File: src/shared/iblb_pkg.sv
package iblb_pkg;
   // bus field widths
   localparam int GRP_W  = 3;
   localparam int ADR_W  = 3;
   localparam int DAT_W  = 4;
   localparam int RDB_W  = 8;
   // groups decoded by this block
   localparam logic [2:0] GRP_SEL = 3'h7;
   localparam logic [2:0] GRP_LO  = 3'h6;
   localparam logic [2:0] GRP_HI  = 3'h5;
   // group seven addresses, and the group-six parity address
   localparam logic [2:0] ADR_CLR_I   = 3'h0;
   localparam logic [2:0] ADR_PAIR    = 3'h1;
   localparam logic [2:0] ADR_CPL_A   = 3'h2;
   localparam logic [2:0] ADR_CPL_B   = 3'h3;
   localparam logic [2:0] ADR_READ    = 3'h4;
   localparam logic [2:0] ADR_CPL_C   = 3'h5;
   localparam logic [2:0] ADR_CLR_V   = 3'h6;
   localparam logic [2:0] ADR_CMD     = 3'h7;
   localparam logic [2:0] ADR_PARITY  = 3'h7;
   // data codes on the clear and command addresses
   localparam logic [3:0] DAT_ZERO    = 4'h0;
   localparam logic [3:0] CMD_CLR_V   = 4'h1;
   localparam logic [3:0] CMD_CLR_I   = 4'h2;
   // data and readback bit positions
   localparam int PAR_BIT_A = 0;
   localparam int PAR_BIT_B = 2;
   localparam int RDB_FLAG_BIT = 4;
   // readback source selection
   typedef enum logic [1:0] {
      IBLB_RD_PARITY  = 2'b00,
      IBLB_RD_CURRENT = 2'b01,
      IBLB_RD_VOLTAGE = 2'b10
   } iblb_rdsrc_t;
   // reset values
   localparam logic [7:0] STROBE_IDLE = 8'hFF;
   localparam logic [3:0] LATCH_RST   = 4'h0;
   localparam logic [7:0] BANK_RST    = 8'h00;
endpackage : iblb_pkg

File: src/logic/iblb_trigger.sv
`timescale 1ns/1ps
// self-biasing counter-input trigger with output selector
module iblb_trigger
   import iblb_pkg::*;
(
   input  wire logic core_clk_in,
   input  wire logic rst_in,
   input  wire logic upper_trip_in,
   input  wire logic lower_trip_in,
   input  wire logic osc_square_in,
   input  wire logic select_osc_in,
   output logic      trig_state_out,
   output logic      counter_drive_out
);
   logic up_s1, up_s2, lo_s1, lo_s2, osc_s1, osc_s2;

   // two-stage synchronisers for the analog comparator and oscillator inputs
   always_ff @(posedge core_clk_in) begin
      up_s1  <= upper_trip_in;
      up_s2  <= up_s1;
      lo_s1  <= lower_trip_in;
      lo_s2  <= lo_s1;
      osc_s1 <= osc_square_in;
      osc_s2 <= osc_s1;
   end

   // set-reset state holds when both comparators release
   always_ff @(posedge core_clk_in) begin
      if (rst_in) begin
         trig_state_out <= 1'b0;
      end else if (up_s2) begin
         trig_state_out <= 1'b1;
      end else if (lo_s2) begin
         trig_state_out <= 1'b0;
      end
   end

   // output switch to the frequency counter
   always_ff @(posedge core_clk_in) begin
      if (rst_in) begin
         counter_drive_out <= 1'b0;
      end else begin
         counter_drive_out <= select_osc_in ? osc_s2 : trig_state_out;
      end
   end
endmodule : iblb_trigger

File: src/logic/iblb_top.sv
`timescale 1ns/1ps
module iblb_top
   import iblb_pkg::*;
(
   input  wire logic             core_clk_in,
   input  wire logic             rst_in,
   input  wire logic             wr_in,
   input  wire logic [GRP_W-1:0] grp_in,
   input  wire logic [ADR_W-1:0] adr_in,
   input  wire logic [DAT_W-1:0] dat_in,
   input  wire logic             current_overload_sense_in,
   input  wire logic             voltage_overload_sense_in,
   input  wire logic             upper_trip_in,
   input  wire logic             lower_trip_in,
   input  wire logic             osc_square_in,
   output logic [7:0]            strobe_n_out,
   output logic [3:0]            cpl_a_out,
   output logic [3:0]            cpl_a_n_out,
   output logic [3:0]            cpl_b_out,
   output logic [3:0]            cpl_b_n_out,
   output logic [3:0]            cpl_c_out,
   output logic [3:0]            cpl_c_n_out,
   output logic [1:0]            pair_out,
   output logic                  current_flag_n_out,
   output logic                  current_flag_out,
   output logic                  voltage_flag_n_out,
   output logic                  voltage_flag_out,
   output logic [7:0]            bank_lo_out [4],
   output logic [7:0]            bank_hi_out [4],
   output logic                  parity_out,
   output logic [RDB_W-1:0]      readback_out,
   output logic                  pen_lift_out,
   output logic [7:0]            plot_x_out,
   output logic [7:0]            plot_y_out,
   output logic                  trig_state_out,
   output logic                  counter_drive_out
);
   // sense pin synchroniser stages
   logic             ci_s1, ci_s2;
   logic             cv_s1, cv_s2;
   // writes qualified by group
   logic             wr7, wr6, wr5;
   // decoded clear and readback-select commands
   logic             clr_i_zero, clr_i_cmd, clr_v_zero, clr_v_cmd;
   logic             sel_parity, sel_current, sel_voltage;
   // counter-input selector from the address-one latch
   logic             select_osc;
   // overload flags, high while set
   logic             current_flag, voltage_flag;
   // readback source and the word it builds
   iblb_rdsrc_t      rd_src;
   logic [RDB_W-1:0] next_readback;

   // true when a write hits the given group and address
   function automatic logic hit(input logic [2:0] g, input logic [2:0] a,
                                input logic [2:0] gi, input logic [2:0] ai);
      hit = (g == gi) && (a == ai);
   endfunction : hit

   // write strobe qualified by one group code
   function automatic logic grp_wr(input logic w, input logic [2:0] g,
                                   input logic [2:0] gi);
      grp_wr = w && (g == gi);
   endfunction : grp_wr

   // low pattern with only the addressed strobe line pulled down
   function automatic logic [7:0] strobe_code(input logic [2:0] a);
      case (a)
         3'h0:    strobe_code = 8'hFE;
         3'h1:    strobe_code = 8'hFD;
         3'h2:    strobe_code = 8'hFB;
         3'h3:    strobe_code = 8'hF7;
         3'h4:    strobe_code = 8'hEF;
         3'h5:    strobe_code = 8'hDF;
         3'h6:    strobe_code = 8'hBF;
         3'h7:    strobe_code = 8'h7F;
         default: strobe_code = STROBE_IDLE;
      endcase
   endfunction : strobe_code

   // parity taken over the two checked data bits
   function automatic logic parity_of(input logic [3:0] d);
      parity_of = d[PAR_BIT_A] ^ d[PAR_BIT_B];
   endfunction : parity_of

   // write qualified by group
   assign wr7 = grp_wr(wr_in, grp_in, GRP_SEL);
   assign wr6 = grp_wr(wr_in, grp_in, GRP_LO);
   assign wr5 = grp_wr(wr_in, grp_in, GRP_HI);

   // clear and readback-select commands
   assign clr_i_zero  = wr7 && adr_in == ADR_CLR_I && dat_in == DAT_ZERO;
   assign clr_i_cmd   = wr7 && adr_in == ADR_CMD && dat_in == CMD_CLR_I;
   assign clr_v_zero  = wr7 && adr_in == ADR_CLR_V && dat_in == DAT_ZERO;
   assign clr_v_cmd   = wr7 && adr_in == ADR_CMD && dat_in == CMD_CLR_V;
   assign sel_parity  = wr6 && adr_in == ADR_PARITY;
   assign sel_current = wr_in && hit(GRP_SEL, ADR_CLR_I, grp_in, adr_in);
   assign sel_voltage = wr_in && hit(GRP_SEL, ADR_CLR_V, grp_in, adr_in);

   // synchronise the current overload sense pin
   always_ff @(posedge core_clk_in) begin
      ci_s1 <= current_overload_sense_in;
      ci_s2 <= ci_s1;
   end

   // synchronise the voltage overload sense pin
   always_ff @(posedge core_clk_in) begin
      cv_s1 <= voltage_overload_sense_in;
      cv_s2 <= cv_s1;
   end

   // select decoder: one low strobe for each group-seven write
   always_ff @(posedge core_clk_in) begin
      if (rst_in) begin
         strobe_n_out <= STROBE_IDLE;
      end else if (wr7) begin
         strobe_n_out <= strobe_code(adr_in);
      end else begin
         strobe_n_out <= STROBE_IDLE;
      end
   end

   // first complementary latch, group seven address two
   always_ff @(posedge core_clk_in) begin
      if (rst_in) begin
         cpl_a_out <= LATCH_RST;
      end else if (wr7 && adr_in == ADR_CPL_A) begin
         cpl_a_out <= dat_in;
      end
   end

   // second complementary latch, group seven address three
   always_ff @(posedge core_clk_in) begin
      if (rst_in) begin
         cpl_b_out <= LATCH_RST;
      end else if (wr7 && adr_in == ADR_CPL_B) begin
         cpl_b_out <= dat_in;
      end
   end

   // third complementary latch, group seven address five
   always_ff @(posedge core_clk_in) begin
      if (rst_in) begin
         cpl_c_out <= LATCH_RST;
      end else if (wr7 && adr_in == ADR_CPL_C) begin
         cpl_c_out <= dat_in;
      end
   end

   // complement outputs are the inverse of each latch
   assign cpl_a_n_out = ~cpl_a_out;
   assign cpl_b_n_out = ~cpl_b_out;
   assign cpl_c_n_out = ~cpl_c_out;

   // address-one latch, each output follows its own one of the two low data bits
   always_ff @(posedge core_clk_in) begin
      if (rst_in) begin
         pair_out <= 2'h0;
      end else if (wr7 && adr_in == ADR_PAIR) begin
         pair_out <= {dat_in[1], dat_in[0]};
      end
   end

   // current overload flag: set wins over a clear in the same cycle
   always_ff @(posedge core_clk_in) begin
      if (rst_in) begin
         current_flag <= 1'b0;
      end else if (!ci_s2) begin
         current_flag <= 1'b1;
      end else if (clr_i_zero) begin
         current_flag <= 1'b0;
      end else if (clr_i_cmd) begin
         current_flag <= 1'b0;
      end
   end

   // true output low while set, complement high
   assign current_flag_out   = ~current_flag;
   assign current_flag_n_out = current_flag;

   // voltage overload flag: set wins over a clear in the same cycle
   always_ff @(posedge core_clk_in) begin
      if (rst_in) begin
         voltage_flag <= 1'b0;
      end else if (!cv_s2) begin
         voltage_flag <= 1'b1;
      end else if (clr_v_zero) begin
         voltage_flag <= 1'b0;
      end else if (clr_v_cmd) begin
         voltage_flag <= 1'b0;
      end
   end

   // true output low while set, complement high
   assign voltage_flag_out   = ~voltage_flag;
   assign voltage_flag_n_out = voltage_flag;

   // group six bank: sub-address picks the bit in each chip
   always_ff @(posedge core_clk_in) begin
      if (rst_in) begin
         for (int c = 0; c < 4; c++) begin
            bank_lo_out[c] <= BANK_RST;
         end
      end else if (wr6) begin
         for (int c = 0; c < 4; c++) begin
            bank_lo_out[c][adr_in] <= dat_in[c];
         end
      end
   end

   // group five bank: sub-address picks the bit in each chip
   always_ff @(posedge core_clk_in) begin
      if (rst_in) begin
         for (int c = 0; c < 4; c++) begin
            bank_hi_out[c] <= BANK_RST;
         end
      end else if (wr5) begin
         for (int c = 0; c < 4; c++) begin
            bank_hi_out[c][adr_in] <= dat_in[c];
         end
      end
   end

   // parity of the last group-six address-seven write
   always_ff @(posedge core_clk_in) begin
      if (rst_in) begin
         parity_out <= 1'b0;
      end else if (sel_parity) begin
         parity_out <= parity_of(dat_in);
      end
   end

   // readback source follows the last selecting write
   always_ff @(posedge core_clk_in) begin
      if (rst_in) begin
         rd_src <= IBLB_RD_PARITY;
      end else if (sel_parity) begin
         rd_src <= IBLB_RD_PARITY;
      end else if (sel_current) begin
         rd_src <= IBLB_RD_CURRENT;
      end else if (sel_voltage) begin
         rd_src <= IBLB_RD_VOLTAGE;
      end
   end

   // readback word with the selected state on bit four
   always_comb begin
      next_readback = '0;
      case (rd_src)
         IBLB_RD_PARITY:  next_readback[RDB_FLAG_BIT] = parity_out;
         IBLB_RD_CURRENT: next_readback[RDB_FLAG_BIT] = ~ci_s2;
         IBLB_RD_VOLTAGE: next_readback[RDB_FLAG_BIT] = ~cv_s2;
         default:         next_readback[RDB_FLAG_BIT] = 1'b0;
      endcase
   end

   // readback register presented to the controller
   always_ff @(posedge core_clk_in) begin
      if (rst_in) begin
         readback_out <= '0;
      end else begin
         readback_out <= next_readback;
      end
   end

   // pen lift is the upper bit of the address-one latch, high lifts
   assign pen_lift_out = pair_out[1];

   // plot converter codes come from chip zero of each bank
   assign plot_x_out   = bank_hi_out[0];
   assign plot_y_out   = bank_lo_out[0];

   // counter selector is the lower bit of the address-one latch
   assign select_osc   = pair_out[0];

   // trigger and counter-input selector; selector bit from pair latch
   iblb_trigger u_trig (
      .core_clk_in       (core_clk_in),
      .rst_in            (rst_in),
      .upper_trip_in     (upper_trip_in),
      .lower_trip_in     (lower_trip_in),
      .osc_square_in     (osc_square_in),
      .select_osc_in     (select_osc),
      .trig_state_out    (trig_state_out),
      .counter_drive_out (counter_drive_out)
   );
endmodule : iblb_top

File: config.mk
export PLATFORM = sky130hd
export DESIGN_NAME = iblb_top
export DESIGN_NICKNAME = d
export VERILOG_FILES = /design/src/shared/iblb_pkg.sv /design/src/logic/iblb_trigger.sv /design/src/logic/iblb_top.sv
export SDC_FILE = /design/constraint.sdc
export NUM_CORES = 1
export LEC_CHECK = 0
export BUFFER_PORTS_ARGS = -buffer_cell sky130_fd_sc_hd__clkbuf_2
export CAP_MARGIN = 20
export CORE_MARGIN = 1
export CORE_UTILIZATION = 53
export DETAILED_ROUTE_END_ITERATION = 10
export MAX_ROUTING_LAYER = met4
export PLACE_DENSITY = 0.91
export SLEW_MARGIN = 20
export SYNTH_ARGS = -nofsm -noshare
export SYNTH_HDL_FRONTEND = slang
export SYNTH_HIERARCHICAL = 1
export SYNTH_SLANG_ARGS = --single-unit
File: constraint.sdc
create_clock -name core_clk_in -period 2.9 [get_ports core_clk_in]
set_clock_uncertainty 0.2 [all_clocks]
set_input_delay 0.145 -clock core_clk_in [delete_from_list [all_inputs] [get_ports core_clk_in]]
set_output_delay 0.145 -clock core_clk_in [all_outputs]
set_load 0.03 [all_outputs]
==> impl_metrics.tcl <==
set metrics [dict create \
    outcome "finished clean" \
    dpl.cell_count 668 \
    setup-tns-final_ns 0 \
    cts_hold_buf 5 \
    cts_made_buffers 9 \
    async_reset_ff_share_pct 0 \
    tritoncts "done" \
    core_um2 7730 \
    grt_pass1_vias 3589 \
    p_leak_nw 1.92 \
    maxSlewHeadroom_pct 38.0 \
    grt_pass1_wl_um 18000 \
    drive_above_1_share_pct 29.1 \
    rows 32 \
    antenna_cells 0 \
    multi_input_area_um2 1660 \
    yosysWarnings 6 \
    drt_wl_total_um 11500 \
    antenna_found_initial 0 \
    cts_max_level 3 \
    layout.cells.non_filler 689 \
    first_pass_iters 7 \
    clk_pin_slew_worst_paths_ns 0.08 \
    cts_sinks 104 \
    viasPerCell 5.80 \
    initial_core_util_pct 54.7 \
    period_needed_ns 1.61 \
    io-pin-count 148 \
    cts-root-buf "clkbuf_8" \
    rsz0062_at_grt "false" \
    grt.overflow.total 0 \
    seq_area_frac_synth_pct 49.2 \
    mappedNetlistArea_um2 4230 \
    fin_nets 600 \
    post-cts-setup-buffers 0 \
    dieWidth_um 91.3 \
    synthToLayoutAreaGrowth_pct 16.2 \
    setup_viol 0 \
    die_y_um 91.3 \
    tightest_slew_ns 0.927 \
    syn_inst 493 \
    avgSynthCellArea_um2 8.58 \
    synth.distinct_cells 41 \
    reg2reg_slack_ns 1.81 \
    crit_type "input pin to flip-flop" \
    max_freq_ghz 0.620 \
    hold_class "flip-flop to flip-flop" \
    clkLatencyLatePin_ns 0.36 \
    ys_seq_elements 104 \
    track_usage_pct 28.6 \
    cp_max_fo 22 \
    min_period_over_period_pct 55.6 \
    die-area_um2 8340 \
    hold_ws_ns 0.137 \
    finalMaxSlewViolations 0 \
    power.density_nw_per_um2 519 \
    first_iter_violations 314 \
    drtAntennaViolNets 0 \
    fillers 645 \
    vdd_drop_max_mv 0.371 \
    startpoint_type "input pin" \
    cap_violations 0 \
    gp_congestion 0.824 \
    hold_viol 0 \
    cts-resized-gates 0 \
    grt_max_degree 48 \
    dp_hpwl_um 7520 \
    io_buffers 140 \
    synth_top_area_share_pct 49.2 \
    ys_top_cells_by_area "dfxtp_1 49%, a21oi_1 9.6%, nand3_1 9.2%, o21ai_1 6.9%, buf_4 5.1%" \
    vias 3997 \
    synth_top_area_cell "dfxtp_1" \
    synth_edf_count 0 \
    endpoint_kind "flip-flop" \
    detail_route.wl_per_cell_um 16.7 \
    worstPathRequired_ns 2.94 \
    clockBufferDepth 2 \
    regArea_um2 2080 \
    synth_ff_type "dfxtp_1" \
    arrival_ns 1.65 \
    post-route-drc-count 0 \
]
cell families (layout without fill, tap and decap cells):
kind of cell / after synthesis / count (layout) / share of synthesized area, %
XOR/XNOR: 2 / 2 / 0.414
AND/OR/NAND/NOR: 123 / 123 / 17.0
multiplexers: 1 / 1 / 0.237
other: 1 / 7 / 0.0887
flip-flops: 104 / 104 / 49.2
AO/OA/AOI/OAI: 168 / 168 / 20.8
buffers and inverters: 94 / 182 / 12.1
layout make-up:
type	instances	share of cell area (%)
clock inverter	5	1.15
clock buffer	11	2.88
sequential	104	42.4
multi-input combinational	301	33.7
tap	102	2.60
timing repair buffer	151	16.2
inverter	15	1.15
Yosys cell counts (6+ instances only):
cell type / number
dfxtp_1: 104
a21oi_1: 81
nand3_1: 78
o21ai_1: 58
buf_4: 29
clkbuf_1: 28
o21ai_0: 21
buf_2: 16
inv_1: 15
nand2_1: 6
nor2_1: 6
or3_1: 6
worst max-delay path, cell delays in order:
cell      delay [ns]
clkbuf_2        0.12
nand4_1         0.73
or3_1           0.64
stage by stage:
step           util (%)  power [W]  setup slack (ns)  area (um2)
2_1_floorplan         -    0.00164              1.52        4250
3_3_place_gp       60.4    0.00168             0.990        4670
3_5_place_dp       60.4    0.00168             0.917        4670
4_1_cts            63.6    0.00255              1.29        4910
5_1_grt            63.6    0.00263              1.12        4910
6_report           63.6    0.00255              1.29        4910
state kept, by name (all words and copies together) (netlist names), 2 cells and up:
| name | count |
|---|---|
| cpl_c_out | 4 |
| strobe_n_out | 8 |
| pair_out | 2 |
| plot_x_out | 8 |
| cpl_b_out | 4 |
| plot_y_out | 8 |
| cpl_a_out | 4 |
| rd_src | 2 |
| bank_hi_out | 24 |
| bank_lo_out | 24 |
power breakdown:
part,internal [W],total [W],switching (W)
clock network,0.000422,0.000892,0.000470
registers,0.00144,0.00145,0.00000842
logic,0.0000456,0.000207,0.000161
layer usage:
layer / GRT usage [%] / vias to the layer above / share of wire (%)
met1: 34.8 / 1854 / 40
li1: - / 1870 / -
met3: 5.28 / 35 / 8.6
met5: - / - / 0
met2: 45.6 / 238 / 49
met4: 14.3 / 0 / 3.0
cells in the final DEF, fill, tap and decap left out, types with 2 or more instances in the layout:
cell type        n
nand3b_1         3
o21ai_0         21
nor2_1           6
clkbuf_2       139
or3b_1           3
nand3_1         78
clkbuf_8        10
and3b_1          3
a21oi_1         81
nand2b_1         2
and4b_1          2
nand4_1          2
conb_1           7
nor3b_4          2
inv_1           15
dlygate4sd3_1    5
clkinv_2         2
a211oi_2         2
dfxtp_1        104
o21ai_1         58
nand4b_1         3
or3_1            6
nand2_1          6
buf_4            6
final timing paths:
check / from / endpoint / depth (start not counted)
setup / recovery: grp_in[2] / strobe_n_out[3]$_SDFF_PP1_ / 3
hold / removal: cv_s1$_DFF_P_ / cv_s2$_DFF_P_ / 0
setup reg to reg: rd_src[1]$_SDFFE_PP0P_ / readback_out[4]$_SDFF_PP0_ / 3
hold reg to reg: cv_s1$_DFF_P_ / cv_s2$_DFF_P_ / 0
No activity file was read; power rests on OpenSTA's default activity.
